File: config.mk
export PLATFORM = sky130hd
export DESIGN_NAME = prot_fault_mgr
export DESIGN_NICKNAME = d
export VERILOG_FILES = /design/src/prot_pkg.sv /design/src/prot_fault_mgr.sv
export SDC_FILE = /design/constraint.sdc
export NUM_CORES = 1
export LEC_CHECK = 0
export ABC_AREA = 0
export BUFFER_PORTS_ARGS = -buffer_cell sky130_fd_sc_hd__buf_2
export CORE_MARGIN = 2
export CORE_UTILIZATION = 56
export CTS_CLUSTER_SIZE = 8
export DETAILED_ROUTE_END_ITERATION = 6
export PLACE_DENSITY = 0.84
export SYNTH_ARGS = -nofsm -noshare
export SYNTH_HDL_FRONTEND = slang
export SYNTH_SLANG_ARGS = --single-unit
File: constraint.sdc
create_clock -name REF_CLK_IN -period 4.8 [get_ports REF_CLK_IN]
set_input_delay 0.24 -clock REF_CLK_IN [delete_from_list [all_inputs] [get_ports REF_CLK_IN]]
set_output_delay 0.24 -clock REF_CLK_IN [all_outputs]
set_load 0.02 [all_outputs]
File: src/prot_pkg.sv
// constants for the protection and fault latch block
package prot_pkg;
  localparam int ADC_W = 10;
  localparam int THR_W = 6;
  localparam int TNOM_W = 9;
  localparam int SR_W = 8;
  // status byte bit positions
  localparam int BIT_UV = 0;
  localparam int BIT_TSD = 1;
  localparam int BIT_FET_OT = 2;
  localparam int BIT_DESAT = 3;
  localparam int BIT_BYP_SAT = 4;
  localparam int BIT_HARD_SHORT = 5;
  localparam int BIT_OVL = 6;
  localparam int GSB_FORCED_ON = 4;
  localparam logic [5:0] CLR_ALL_ADDR = 6'h3f;
  localparam logic [5:0] SR1_ADDR = 6'h11;
  localparam logic [SR_W-1:0] SR1_RESET = 8'h00;
  // overload timer: one trip unit is one second
  localparam int CLK_HZ = 10000000;
  localparam int TRIP_UNIT_S = 1;
  localparam int TICK_CYCLES = CLK_HZ * TRIP_UNIT_S;
  localparam logic [THR_W-1:0] DESAT_THR_RESET = 6'h00;
endpackage : prot_pkg

File: src/prot_fault_mgr.sv
// protection, shutdown and fault latch logic
`timescale 1ns/100ps
`default_nettype none

module prot_fault_mgr #(
  parameter int TICK_CYC = prot_pkg::TICK_CYCLES // cycles per trip unit
) (
  input wire logic REF_CLK_IN, // system clock
  input wire logic RST_IN, // async reset, high
  input wire logic UV_CMP_IN, // supply below threshold, pin
  input wire logic TSD_CMP_IN, // die over limit, pin
  input wire logic BYP_DESAT_CMP_IN, // bypass vds beyond limit, pin
  input wire logic FET_ON_REQ_IN, // host fet on command
  input wire logic BYP_ON_REQ_IN, // host bypass on command
  input wire logic STANDBY_IN, // device in standby
  input wire logic ADC_VALID_IN, // new conversion set
  input wire logic [prot_pkg::ADC_W-1:0] ADC_TJ_IN, // die temperature code
  input wire logic [prot_pkg::ADC_W-1:0] ADC_NTC_IN, // thermistor code
  input wire logic [prot_pkg::ADC_W-1:0] ADC_VDS_IN, // drain-source code
  input wire logic [prot_pkg::ADC_W-1:0] ADC_SHUNT_IN, // shunt code
  input wire logic [prot_pkg::ADC_W-1:0] NTC_THR_IN, // thermistor trip code
  input wire logic [prot_pkg::ADC_W-1:0] VDS_THR_IN, // desat trip code
  input wire logic [prot_pkg::ADC_W-1:0] HARD_SHORT_THR_IN, // hard short trip code
  input wire logic [prot_pkg::ADC_W-1:0] OVL_THR_IN, // overload trip code
  input wire logic [prot_pkg::TNOM_W-1:0] TNOM_IN, // trip time in units
  input wire logic FRAME_ACTIVE_IN, // serial frame in progress
  input wire logic CLR_STB_IN, // read-and-clear strobe
  input wire logic [5:0] CLR_ADDR_IN, // read-and-clear address
  input wire logic [prot_pkg::SR_W-1:0] CLR_MASK_IN, // bits to clear
  output logic CP_EN_OUT, // charge pump enable
  output logic GATE_DRIVE_OUT, // external fet gate drive
  output logic BYP_EN_OUT, // bypass switch enable
  output logic [prot_pkg::SR_W-1:0] STATUS_OUT, // status register one
  output logic [7:0] GSB_OUT, // global status byte
  output logic CS_VALID_OUT, // current sense result valid
  output logic [prot_pkg::ADC_W-1:0] TJ_OUT, // stored die temperature
  output logic [prot_pkg::ADC_W-1:0] NTC_OUT, // stored thermistor
  output logic [prot_pkg::ADC_W-1:0] VDS_OUT, // stored drain-source
  output logic [prot_pkg::ADC_W-1:0] SHUNT_OUT, // stored shunt
  output logic OUT_N_A_OUT // wakeup signal, low active
);
  import prot_pkg::*;

  typedef enum logic [2:0] {
    M_RUN = 3'b001,
    M_UV = 3'b010,
    M_TSD = 3'b100
  } mode_t;

  logic uv_s1_ff, uv_s2_ff, ts_s1_ff, ts_s2_ff, bd_s1_ff, bd_s2_ff;
  mode_t mode_ff;
  logic fet_ot_ff, desat_ff, hard_short_latch_ff, ovl_ff, bsat_ff;
  logic [SR_W-1:0] frozen_ff;
  logic [31:0] tick_cnt_ff;
  logic [TNOM_W-1:0] sec_cnt_ff;
  logic fet_cmd, byp_cmd, fet_faulted, clr_sr1;
  logic fet_ot_det, desat_det, hard_short_det, ovl_det, bsat_det;
  logic [SR_W-1:0] live_sr;

  function automatic logic clr_bit(input logic hit, input logic [SR_W-1:0] m, input int b);
    return hit && m[b];
  endfunction

  // two-flop sync for comparator pins
  always_ff @(posedge REF_CLK_IN or posedge RST_IN) begin
    if (RST_IN) begin
      uv_s1_ff <= 1'b0;
      uv_s2_ff <= 1'b0;
      ts_s1_ff <= 1'b0;
      ts_s2_ff <= 1'b0;
      bd_s1_ff <= 1'b0;
      bd_s2_ff <= 1'b0;
    end else begin
      uv_s1_ff <= UV_CMP_IN;
      uv_s2_ff <= uv_s1_ff;
      ts_s1_ff <= TSD_CMP_IN;
      ts_s2_ff <= ts_s1_ff;
      bd_s1_ff <= BYP_DESAT_CMP_IN;
      bd_s2_ff <= bd_s1_ff;
    end
  end

  always_ff @(posedge REF_CLK_IN or posedge RST_IN) begin
    if (RST_IN) begin
      mode_ff <= M_RUN;
    end else begin
      case (mode_ff)
        M_RUN: begin
          if (uv_s2_ff) mode_ff <= M_UV;
          else if (ts_s2_ff) mode_ff <= M_TSD;
        end
        M_UV: begin
          if (!uv_s2_ff) mode_ff <= ts_s2_ff ? M_TSD : M_RUN;
        end
        M_TSD: begin
          if (uv_s2_ff) mode_ff <= M_UV;
          else if (!ts_s2_ff) mode_ff <= M_RUN;
        end
        default: mode_ff <= M_RUN;
      endcase
    end
  end

  assign fet_faulted = fet_ot_ff || desat_ff || hard_short_latch_ff || ovl_ff;
  assign fet_cmd = FET_ON_REQ_IN && !fet_faulted;
  assign byp_cmd = BYP_ON_REQ_IN && !fet_faulted && !bsat_ff;

  // fet detections gated by fet command
  assign fet_ot_det = fet_cmd && (ADC_NTC_IN < NTC_THR_IN);
  assign desat_det = fet_cmd && (ADC_VDS_IN > VDS_THR_IN);
  assign hard_short_det = fet_cmd && (ADC_SHUNT_IN > HARD_SHORT_THR_IN);
  // bypass detection only with bypass on
  assign bsat_det = BYP_EN_OUT && bd_s2_ff;

  always_ff @(posedge REF_CLK_IN or posedge RST_IN) begin
    if (RST_IN) begin
      tick_cnt_ff <= 32'h0;
      sec_cnt_ff <= '0;
    end else if (!(fet_cmd && ADC_SHUNT_IN > OVL_THR_IN)) begin
      tick_cnt_ff <= 32'h0;
      sec_cnt_ff <= '0;
    end else if (tick_cnt_ff == 32'(TICK_CYC - 1)) begin
      tick_cnt_ff <= 32'h0;
      if (sec_cnt_ff != TNOM_IN) sec_cnt_ff <= sec_cnt_ff + 1'b1;
    end else begin
      tick_cnt_ff <= tick_cnt_ff + 32'h1;
    end
  end
  assign ovl_det = fet_cmd && (ADC_SHUNT_IN > OVL_THR_IN) && (sec_cnt_ff == TNOM_IN)
    && (TNOM_IN != '0);

  assign clr_sr1 = CLR_STB_IN && (CLR_ADDR_IN == SR1_ADDR || CLR_ADDR_IN == CLR_ALL_ADDR);

  always_ff @(posedge REF_CLK_IN or posedge RST_IN) begin
    if (RST_IN) begin
      fet_ot_ff <= 1'b0;
      desat_ff <= 1'b0;
      hard_short_latch_ff <= 1'b0;
      ovl_ff <= 1'b0;
      bsat_ff <= 1'b0;
    end else begin
      fet_ot_ff <= fet_ot_det || (fet_ot_ff && !clr_bit(clr_sr1, CLR_MASK_IN, BIT_FET_OT));
      desat_ff <= desat_det || (desat_ff && !clr_bit(clr_sr1, CLR_MASK_IN, BIT_DESAT));
      hard_short_latch_ff <= hard_short_det
        || (hard_short_latch_ff && !clr_bit(clr_sr1, CLR_MASK_IN, BIT_HARD_SHORT));
      // overload held while hard short latched
      ovl_ff <= ovl_det || hard_short_det
        || (hard_short_latch_ff && !clr_bit(clr_sr1, CLR_MASK_IN, BIT_HARD_SHORT))
        || (ovl_ff && !clr_bit(clr_sr1, CLR_MASK_IN, BIT_OVL));
      bsat_ff <= bsat_det || (bsat_ff && !clr_bit(clr_sr1, CLR_MASK_IN, BIT_BYP_SAT));
    end
  end

  always_ff @(posedge REF_CLK_IN or posedge RST_IN) begin
    if (RST_IN) begin
      CP_EN_OUT <= 1'b0;
      GATE_DRIVE_OUT <= 1'b0;
      BYP_EN_OUT <= 1'b0;
    end else if (mode_ff != M_RUN) begin
      CP_EN_OUT <= 1'b0;
      GATE_DRIVE_OUT <= 1'b0;
      BYP_EN_OUT <= 1'b0;
    end else begin
      CP_EN_OUT <= 1'b1;
      GATE_DRIVE_OUT <= (fet_cmd && !fet_ot_det && !desat_det && !hard_short_det && !ovl_det)
        || ((bsat_det || bsat_ff) && !fet_faulted);
      BYP_EN_OUT <= byp_cmd && !bsat_det && !fet_ot_det && !desat_det && !hard_short_det
        && !ovl_det;
    end
  end

  always_comb begin
    live_sr = SR1_RESET;
    live_sr[BIT_UV] = uv_s2_ff;
    live_sr[BIT_TSD] = (mode_ff == M_TSD);
    live_sr[BIT_FET_OT] = fet_ot_ff;
    live_sr[BIT_DESAT] = desat_ff;
    live_sr[BIT_BYP_SAT] = bsat_ff;
    live_sr[BIT_HARD_SHORT] = hard_short_latch_ff;
    live_sr[BIT_OVL] = ovl_ff;
  end

  always_ff @(posedge REF_CLK_IN or posedge RST_IN) begin
    if (RST_IN) begin
      frozen_ff <= SR1_RESET;
      STATUS_OUT <= SR1_RESET;
      GSB_OUT <= 8'h00;
    end else if (!FRAME_ACTIVE_IN) begin
      frozen_ff <= live_sr;
      STATUS_OUT <= live_sr;
      GSB_OUT <= 8'h00;
      GSB_OUT[GSB_FORCED_ON] <= bsat_ff;
    end else begin
      STATUS_OUT <= frozen_ff;
      GSB_OUT[GSB_FORCED_ON] <= frozen_ff[BIT_BYP_SAT];
    end
  end

  always_ff @(posedge REF_CLK_IN or posedge RST_IN) begin
    if (RST_IN) begin
      TJ_OUT <= '0;
      NTC_OUT <= '0;
      VDS_OUT <= '0;
      SHUNT_OUT <= '0;
      CS_VALID_OUT <= 1'b0;
    end else begin
      if (ADC_VALID_IN) begin
        TJ_OUT <= ADC_TJ_IN;
        NTC_OUT <= ADC_NTC_IN;
        VDS_OUT <= ADC_VDS_IN;
        SHUNT_OUT <= ADC_SHUNT_IN;
      end
      CS_VALID_OUT <= (mode_ff != M_UV) && !uv_s2_ff;
    end
  end

  // wakeup indication, held until bypass desat latch cleared
  always_ff @(posedge REF_CLK_IN or posedge RST_IN) begin
    if (RST_IN) begin
      OUT_N_A_OUT <= 1'b1;
    end else if (STANDBY_IN && bsat_det) begin
      OUT_N_A_OUT <= 1'b0;
    end else if (!bsat_ff) begin
      OUT_N_A_OUT <= 1'b1;
    end
  end
endmodule // prot_fault_mgr
`default_nettype wire

* After elaboration in Yosys (flattened, before gate mapping) *
Index checks and enable logic that the tools add are counted.

cells by class
  add/subtract/negate cells = 2
  multiply operators = 0
  divide/modulo/power cells = 0
  magnitude comparators = 4
  equal/unequal tests = 16
  shift-type cells = 0
  muxes and demuxes = 18
  bitwise gates (word level) = 0
  reduce and logical (&&, ||, !) cells = 62

operators with widths
  operator                                               count
  2-to-1 mux 32 bit                                      2
  logical AND 1 bit                                      33
  adder 32 x 1 -> 32 bit, second input constant          1
  == test 32 x 24 -> 1 bit, second input constant        1
  greater-than comparator 10 bit                         3
  2-to-1 mux 9 bit                                       3
  2-to-1 mux 3 bit                                       6
  logical NOT 1 bit                                      13
  logical OR 1 bit                                       13
  < comparator 10 bit                                    1
  adder 9 x 1 -> 9 bit, second input constant            1
  == test 9 bit                                          1
  inequality test 9 bit                                  1
  one-hot mux 3 bit (3 select lines)                     1
  nonzero test 9 bit                                     1
  == test 6 x 5 -> 1 bit, second input constant          1
  == test 6 bit, second input constant                   1
  2-to-1 mux 1 bit                                       6
  inequality test 2 x 1 -> 1 bit, second input constant  3
  inequality test 3 bit, second input constant           2
  == test 3 x 1 -> 1 bit, second input constant          1
  == test 3 x 2 -> 1 bit, second input constant          1
  == test 3 bit, second input constant                   1
  inequality test 3 x 1 -> 1 bit, second input constant  1
  other kinds (4)                                        4

storage, ports and cells
  register bits after elaboration = 108
  bits in latches = 0
  bits in writable memories = 0
  memory bits (read-only) = 0
  bits of input ports = 114
  output and inout port bits = 61
  logic and storage cells = 127
  memories = 0

* Logic depth before layout (Yosys ltp) *
Gate-level depths: netlist of the first run.

  word-level depth = 13
  mapped depth = 9
  mapped depth without buffers = 8

* Worst setup path before layout of the first run *
Ideal clock, no wire load.

  kind = register -> register
  start = register tick_cnt_ff[0]
  end = register tick_cnt_ff[30]
  library setup time = 0.077 ns
  data arrival time = 1.901 ns
  required time = 4.723 ns
  setup slack = 2.822 ns
  cell stages (with the launch flop) = 7
  path buffers = 0
  cells stage by stage = dfrtp_1 -> ha_1 -> nand3_1 -> nor4_4 -> nand3_1 -> or3_1 -> a21oi_1

between the ends
  cells in the longest elaborated chain, start to end = 3
  elaborated cells between the ends (all ways) = 4

ends and longest elaborated chain
  what                                                                       RTL line                                      RTL
  from (decl)                                                                prot_fault_mgr.sv:54                          logic [31:0] tick_cnt_ff;
  from (signal assigned)                                                     prot_fault_mgr.sv:126                         tick_cnt_ff <= tick_cnt_ff + 32'h1;
  adder 32 x 1 -> 32 bit / == test 32 x 24 -> 1 bit (equally long branches)  prot_fault_mgr.sv:126, prot_fault_mgr.sv:122
  2-to-1 mux 32 bit (*)                                                      prot_fault_mgr.sv:122                         end else if (tick_cnt_ff == 32'(TICK_CYC - 1)) begin
  2-to-1 mux 32 bit (*)                                                      prot_fault_mgr.sv:119                         end else if (!(fet_cmd && ADC_SHUNT_IN > OVL_THR_IN)) begin

Every way passes the cells marked *; elsewhere a longest branch is shown, timed or not.
A chain may end at the register's enable or synchronous reset.

* Final worst setup path of the first run *
  start = register tick_cnt_ff[27]
  end = register tick_cnt_ff[3]

between the ends
  cells in the longest elaborated chain, start to end = 3

ends and longest elaborated chain
  what                      RTL line
  == test 32 x 24 -> 1 bit  prot_fault_mgr.sv:122
  2-to-1 mux 32 bit         prot_fault_mgr.sv:122
  2-to-1 mux 32 bit         prot_fault_mgr.sv:119

Every way passes these cells.

==> results.cfg, run 1 <==
[outcome]
status = complete, no violations

[global_routing]
grt_pass1_vias = 4739
grt_start_max_net_pins = 67
grt_overflow_total = 0
antenna_found_initial = 0
grt_use_total_pct = 24.2
grt_pass1_wl_mm = 21.4

[setup_path]
critPathLaunch = tick_cnt_ff[27]$_DFF_PP0_
r2r-end = tick_cnt_ff[3]$_DFF_PP0_
crit_type = reg2reg
crit_required_ps = 5030
critPathCaptureType = flip-flop
rrSetupSlack_ps = 2470
ff2ff_path_depth = 5
worstSetupStartpointType = flip-flop
r2r-start = tick_cnt_ff[27]$_DFF_PP0_
worst-path-max-fanout = 31
arrival_ps = 2560

[final_layout]
nets = 844
fillCellCount = 727
final_cells = 827
final_cell_mix = buf_2 (163), dfrtp_1 (106), nor2_1 (50)
multiInputGateArea_um2 = 2680
drive_gt1_share_pct = 34.1
regArea_um2 = 2710
syn_to_final_growth_pct = 19.8
stdcell_area_um2 = 6780
layout_commonest_cell = buf_2
diodes = 0

[cts]
ctsHoldBuffers = 3
cts-resized-gates = 0
clk_pin_slew_ps = 100
cts_buffer_depth = 2
cts_buffers = 9
cts_max_level = 3
worstSkewPairLatency_ps = 370
cts_root_buffer = clkbuf_8
cts.sinks = 108
post-cts-setup-buffers = 0
cts_tree = yes

[floorplanning]
chipWidth_um = 105
ios = 175
die_h_um = 105
row_count = 36
core_region_area_um2 = 9770
initial_utilization_pct = 57.9
die_area_um2 = 10900

[synthesis]
ys_seq_elements = 108
ys_warn_count = 0
synth_top_area_cell = dfrtp_1
syn-instance-count = 522
synth_top_area_share_pct = 46.8
synth-edff-count = 0
avgSynthCellArea_um2 = 10.8
synth_area_leaders = dfrtp_1 (47%), mux2_2 (9.1%), ha_1 (9.1%)
synth_cell_type_count = 51
syn_area_um2 = 5660
synth-main-ff-cell = dfrtp_1
async_reset_ff_share_pct = 100
ys_seq_area_share_pct = 47.8

[placed_design]
place_hpwl_mm = 10.1
gp_routability_congestion = 0.858
post-place-cells = 808
place_ws_ps = 2340
port_buffers = 163
place_area_um2 = 6560

[timing]
fin_crit_ps = 2330
finalSetupTns_ps = 0
hold_viol = 0
slew_headroom_pct = 40.5
clock_skew_ps = 11.8
finalCritPeriodShare_pct = 48.6
finalSetupViolCount = 0
rsz0062_at_grt = false
setup_ws_ps = 2470
max_freq_mhz = 428
worst_slew_pin_slew_ps = 893
drv_slew = 0

[drt]
via_per_inst = 5.37
routedWlPerCell_um = 15.6
vias = 4440
drt.antenna.violating_nets = 0
drc = 0
drt_first_iter_violations = 169
drt-total-wl_mm = 12.9
dr.pass1.iters = 4

[job]
cap_violations = 0

[power]
max-vdd-ir-drop_v = 0.000227
power.leakage_uw = 0.00343
power_density_nw_per_um2 = 290

[worst_hold_path]
hold_path.class = in2async
-- area by class of cell --
type / count / area share [%]
sequential: 108 / 39.9
timing repair buffer: 167 / 12.6
multi-input combinational: 355 / 39.5
tap: 133 / 2.45
clock buffer: 10 / 2.03
clock inverter: 6 / 0.830
inverter: 48 / 2.69
-- cells in the mapped netlist (2+ instances only) --
library cell,count
xnor2_1,10
inv_1,48
a21oi_1,15
o21ai_0,10
ha_1,41
nand2_1,29
buf_1,3
buf_6,3
dfstp_2,2
nor4_1,5
nand4_1,20
a211oi_1,3
clkbuf_1,3
nor2_1,50
and3_1,7
mux2_2,46
nand3_1,14
nand2b_1,3
nor4_4,3
a21o_1,12
nor3_1,6
and4_1,6
buf_4,8
and2_1,5
or3_1,3
dfrtp_1,106
a31oi_1,3
xor2_1,35
-- power breakdown --
part	switching, µW	internal, µW
sequential	52.5	987
combinational	221	165
clock	330	214
-- layer usage --
layer	global-route usage [%]	vias to the layer above	wire, µm
li1	-	2118	-
met3	4.68	26	740
met1	27.5	2161	5040
met2	44.0	135	6830
met5	0	-	0
met4	11.0	0	328
-- critical path: stages, from the launching register on --
cell and delay [ps]:
dfrtp_1 450, nor4bb_1 370, nand4_1 220, nor4_4 420, or3_2 590, nor2_1 130
-- per-stage QoR --
stage                     power [µW]  util, %  hold WS, ps
after global routing            2060     69.4         33.4
final                           1970     69.4         15.8
after CTS                       1980     69.4         22.5
after detailed placement        1440     67.1          336
after global placement          1420     67.1          335
after floorplan                 1280        -          271
-- sequential cells by signal (all words and copies together) (netlist names), 3 cells and up --
register,cells
VDS_OUT,10
NTC_OUT,10
TJ_OUT,10
frozen_ff,7
tick_cnt_ff,32
mode_ff,3
SHUNT_OUT,10
sec_cnt_ff,9
-- worst max-delay path by stage --
stage                                      endpoint
final                      tick_cnt_ff[3]$_DFF_PP0_
after floorplan                BYP_EN_OUT$_DFF_PP0_
after detailed placement   tick_cnt_ff[3]$_DFF_PP0_
after global routing      tick_cnt_ff[30]$_DFF_PP0_
after CTS                 tick_cnt_ff[30]$_DFF_PP0_
after global placement    tick_cnt_ff[29]$_DFF_PP0_
-- cells by family (layout without fill, tap and decap cells) --
kind of cell,Yosys count,in the layout,share of synthesized area (%)
simple gates,161,161,15.4
xor+xnor,45,45,6.96
fa+ha+maj,41,41,9.06
mux,47,47,9.32
compound gates,53,53,6.10
flops,108,108,47.8
buf+inv,66,231,5.32
other cells,1,8,0.0662
No activity file was read; power rests on OpenSTA's default activity.
==> run 2: changes to the inputs <==
- CORE_UTILIZATION: 56 -> 47
- PLACE_DENSITY: 0.84 -> 0.75
- clock period: 4.8 -> 1.85 ns (I/O delays scaled with it)
==> run 2 against run 1 <==
  * The flow now finishes with violations (setup timing)
  * Utilization fell by 1.9 points
  * Worst setup slack got worse by 2600 ps
  * Flip-flop and latch count did not move
  * Critical path depth rose by 2
  * Clock skew fell by 5.3 ps
  * Die area rose by 18%
  * Worst hold slack improved by 0.74 ps
  * Non-clock buffer count rose by 92
  * Cell count rose by 13%
  * Power rose to 2.9 times the previous value
==> results.cfg, run 2 (same netlist as run 1, synthesis figures left out) <==
[setup_path]
ff2ff_path_depth = 7
worst-path-max-fanout = 6
crit_buf_inv = 2
critPathCaptureType = flip-flop
r2r-start = tick_cnt_ff[11]$_DFF_PP0_
rrSetupSlack_ps = -130
crit_slowest_cell = dfrtp_1
r2r-end = tick_cnt_ff[22]$_DFF_PP0_
crit_required_ps = 2090
cp_top_family = simple AND/OR/NAND/NOR gates
slowest_delay_ps = 400
worstSetupStartpointType = flip-flop
crit_type = reg2reg
worstPathCellList = nor4_2 > nand3_1 > nor4_4 > buf_4 > or3_4 > clkbuf_16 > nor2_2
arrival_ps = 2220

[global_routing]
grt_start_max_net_pins = 48
grt_use_total_pct = 23.3
antenna_found_initial = 0
grt_pass1_vias = 4977
grt_overflow_total = 0
grt_pass1_wl_mm = 23.6

[floorplanning]
initial_utilization_pct = 47.7
chipWidth_um = 114
die_area_um2 = 12900
row_count = 40
ios = 175
die_h_um = 114
core_region_area_um2 = 11900

[final_layout]
final_cells = 933
diodes = 0
top_register = tick_cnt_ff
stdcell_area_um2 = 8000
utilization_pct = 67.5
drive_gt1_share_pct = 42.4
syn_to_final_growth_pct = 41.3
largest_reg_flops = 32
nets = 936
final_cell_mix = buf_2 (163), dfrtp_1 (106), buf_4 (52)
fillCellCount = 842
layout_commonest_cell = buf_2

[timing]
fin_crit_ps = 1980
clock_skew_ps = 6.50
hold_viol = 0
drv_slew = 0
setup_ws_ps = -132
finalSetupViolCount = 34
slew_headroom_pct = 59.5
finalCritPeriodShare_pct = 107
rsz0062_at_grt = true
worst_slew_pin_slew_ps = 606
max_freq_mhz = 504

[outcome]
status = complete, but fails checks
failed_checks = setup timing

[cts]
cts_buffer_depth = 2
cts_max_level = 3
cts_root_buffer = clkbuf_16
post-cts-setup-buffers = 0
worstSkewPairLatency_ps = 350
cts.sinks = 108
clk_pin_slew_ps = 70
cts_buffers = 9
cts_tree = yes

[power]
power_density_nw_per_um2 = 717
max-vdd-ir-drop_v = 0.000405
finalPower_uw = 5730
power.leakage_uw = 0.00396

[drt]
dr_wl_met2_mm = 7.26
routedWlPerCell_um = 15.8
drt-total-wl_mm = 14.7
via_per_inst = 5.13
top_layer = met4
drc = 0
drt_first_iter_violations = 242
route.met3.wl_um = 765
drt.antenna.violating_nets = 0
met1_length_mm = 6.12
dr.pass1.iters = 4
vias = 4785

[worst_hold_path]
hp-start = ADC_SHUNT_IN[7]
hold_path.class = in2reg
min_to = SHUNT_OUT[7]$_DFFE_PP0P_
hold_depth = 2

[placed_design]
place_ws_ps = -249
port_buffers = 163
gp_routability_congestion = 0.884
place_hpwl_mm = 10.8
post-place-cells = 878
place_area_um2 = 7060

[job]
cap_violations = 0
run 2: cell count changes in the layout (fill, tap and decap cells not counted), sizes merged:
cell / delta
clkinvlp: +3
clkbuf: +4
dlygate4sd3: +33
buf: +56
inv: -2
clkinv: -2
run 2: worst reg2reg max path, stage by stage, from the launching register on:
cell and delay [ps]:
dfrtp_1 400, nor4_2 280, nand3_1 150, nor4_4 370, buf_4 210, or3_4 220
clkbuf_16 190, nor2_2 50
run 2: power breakdown:
group | total, µW | switching [µW] | internal (µW)
Combinational | 1190 | 635 | 551
Sequential | 2670 | 114 | 2560
Clock | 1870 | 907 | 966
run 2: area by class of cell:
type	instances	area (µm²)	share of cell area, %
Timing Repair Buffer	259	1740	21.8
Multi-Input combinational cell	355	2900	36.3
Inverter	48	184	2.30
Sequential cell	108	2710	33.8
Clock buffer	11	243	3.03
Tap cell	147	184	2.30
Clock inverter	5	41.3	0.516
run 2: layer usage:
| metal | global-route usage, % | vias up |
|---|---|---|
| met1 | 28.5 | 2283 |
| met4 | 11.1 | 0 |
| met5 | 0 | - |
| li1 | - | 2310 |
| met2 | 40.0 | 151 |
| met3 | 4.04 | 41 |
run 2: timing repair:
action,in CTS,in global routing
resized for setup,3,54
hold buffers,36,0
endpoints found under the setup margin,40,45
pin swaps,9,27
cloned,0,3
hold endpoints to repair,58,0
run 2: how the worst max path moves through the flow:
stage / startpoint / to / slack (ps) / depth (start not counted)
6_report: tick_cnt_ff[11]$_DFF_PP0_ / tick_cnt_ff[22]$_DFF_PP0_ / -130 / 7
5_1_grt: tick_cnt_ff[11]$_DFF_PP0_ / tick_cnt_ff[22]$_DFF_PP0_ / -230 / 7
4_1_cts: tick_cnt_ff[11]$_DFF_PP0_ / sec_cnt_ff[4]$_DFFE_PP0P_ / -70 / 6
3_5_place_dp: ADC_SHUNT_IN[5] / tick_cnt_ff[2]$_DFF_PP0_ / -250 / 9
3_3_place_gp: ADC_SHUNT_IN[9] / tick_cnt_ff[30]$_DFF_PP0_ / -190 / 10
2_1_floorplan: tick_cnt_ff[30]$_DFF_PP0_ / sec_cnt_ff[8]$_DFFE_PP0P_ / -30 / 6
run 2: per-stage QoR:
stage | hold slack (ps) | setup TNS [ps]
2_1_floorplan | 124 | -34.4
3_3_place_gp | 182 | -6630
3_5_place_dp | 197 | -8040
4_1_cts | 6.10 | -1120
5_1_grt | 9.41 | -7560
6_report | 16.5 | -3530
==> run 3: changes to the inputs <==
- CORE_UTILIZATION: 47 -> 56
- PLACE_DENSITY: 0.75 -> 0.84
- clock period: 1.85 -> 2.4 ns (I/O delays scaled with it)
==> run 3 against run 2 <==
  * Sequential power shrank 22%
  * First-iteration DRC count shrank 24%
  * Clock skew grew 5.9 ps
  * The flow now finishes without violations
  * Worst hold slack gained 7.6 ps
  * Largest power group unchanged
  * Critical path depth shrank 3
  * Utilization grew 5.4 points
  * Clock power shrank 47%
  * Routed wire length shrank 3.1%
  * Via count shrank 2.2%
  * Largest cell class is now sequential cells
==> results.cfg, run 3 (same netlist as run 1, synthesis figures left out) <==
[timing]
hold_ws_ps = 24.1
max_freq_mhz = 457
slew_headroom_pct = 35.1
rsz0062_at_grt = false
finalSetupTns_ps = 0
hold_viol = 0
clock_skew_ps = 12.4
drv_slew = 0
worst_slew_pin_slew_ps = 974
finalCritPeriodShare_pct = 91.2
finalSetupViolCount = 0
fin_crit_ps = 2190

[drt]
drc = 0
drt_first_iter_violations = 185
dr.pass1.iters = 4
vias = 4682
routedWlPerCell_um = 16.5
drt-total-wl_mm = 14.2
drt.antenna.violating_nets = 0
via_per_inst = 5.43

[floorplanning]
die_h_um = 105
chipWidth_um = 105
row_count = 36
ios = 175
die_area_um2 = 10900
initial_utilization_pct = 57.9
core_region_area_um2 = 9770

[cts]
cts.sinks = 108
cts-resized-gates = 0
cts_tree = yes
cts_buffers = 9
worstSkewPairLatency_ps = 380
cts_root_buffer = clkbuf_8
clk_pin_slew_ps = 90
cts_buffer_depth = 2
cts_max_level = 3

[setup_path]
arrival_ps = 2480
critPathCaptureType = flip-flop
r2r-start = desat_ff$_DFF_PP0_
crit_required_ps = 2690
crit_type = reg2reg
worstSetupStartpointType = flip-flop
worst-path-max-fanout = 31
critPathLaunch = desat_ff$_DFF_PP0_

[final_layout]
syn_to_final_growth_pct = 25.8
layout_commonest_cell = buf_2
stdcell_area_um2 = 7120
nets = 879
largest_reg_flops = 32
top_register = tick_cnt_ff
final_cell_mix = buf_2 (163), dfrtp_1 (106), nor2_1 (50)
drive_gt1_share_pct = 32.5

[placed_design]
place_area_um2 = 6620
place_hpwl_mm = 10.3
gp_routability_congestion = 0.934
port_buffers = 163

[power]
p_clk_share_pct = 25.4
p_switching_uw = 1170
max-vdd-ir-drop_v = 0.000379
p_sw_share_pct = 29.8
power.leakage_uw = 0.00356
cellInternalPower_uw = 2750
p_comb_share_pct = 21.4
pwr-share-seq_pct = 53.2
power_density_nw_per_um2 = 550

[worst_hold_path]
hp-start = ADC_NTC_IN[7]
hold_path.class = in2reg

[global_routing]
grt_start_max_net_pins = 45
grt_use_total_pct = 27.0
grt_pass1_wl_mm = 23.5
grt_overflow_total = 0
antenna_found_initial = 1
grt_pass1_vias = 5029

[outcome]
status = complete, no violations

[job]
cap_violations = 0
run 3: cell types whose count changed in the layout (fill, tap and decap cells not counted), moves of 4 or more:
cell       delta
a21oi_1       +4
a21oi_2       -4
buf_4        -49
clkbuf_16    -12
clkbuf_8      +9
nor2_1       +21
nor2_2        -6
nor2_4       -15
run 3: layer usage:
layer  global-route usage (%)  share of wire, %  vias to the layer above
li1                         -                 -                     2202
met1                     29.6                38                     2244
met2                     47.8                51                      188
met3                     7.55               6.6                       48
met4                     13.6               3.8                        0
met5                        0                 0                        -
run 3: power by group through the flow:
stage / Clock [µW] / Sequential (µW) / Combinational (µW)
after global placement: 0 / 2100 / 747
final: 995 / 2080 / 839
after floorplan: 0 / 2230 / 343
after CTS: 1020 / 2080 / 827
after detailed placement: 0 / 2120 / 782
after global routing: 1080 / 2100 / 912
run 3: worst max-delay path, cell delays in order (launching register included):
cell      delay [ps]
dfrtp_1          440
nor4_4           400
o311ai_0         250
or3_2            790
nor2_1           220
run 3: timing repair:
item                       4_1_cts  5_1_grt
setup buffers                    0        0
setup endpoints to repair        0        0
hold endpoints to repair        62        0
hold buffers                    34        0
run 3: final cells by class:
class                   count  area (µm²)
diodes                      1        2.50
clock buffers              14         153
clock inverters             2        12.5
fillers                   678        2650
inverters                  48         184
multi-input cells         355        2680
flip-flops and latches    108        2710
well taps                 133         166
repair buffers            202        1220
run 3: path summary, 6_finish.rpt:
check                                       endpoint  slack, ps  depth (start not counted)
hold reg to reg                   uv_s2_ff$_DFF_PP0_        360                          0
min in group asynchronous     NTC_OUT[3]$_DFFE_PP0P_        400                          3
setup reg to reg           tick_cnt_ff[18]$_DFF_PP0_        210                          4
max in group asynchronous    OUT_N_A_OUT$_DFFE_PP1P_       1300                          4
setup / recovery           tick_cnt_ff[18]$_DFF_PP0_        210                          4
hold / removal                NTC_OUT[7]$_DFFE_PP0P_         20                          2
run 3: metrics by stage:
step	instances	total power [µW]	utilization, %	setup slack (ps)
finish	863	3920	72.9	211
global route	863	4090	72.9	19.9
CTS	862	3920	72.9	197
detailed placement	812	2900	67.7	14.3
global placement	812	2850	67.7	119
floorplan	529	2570	-	422
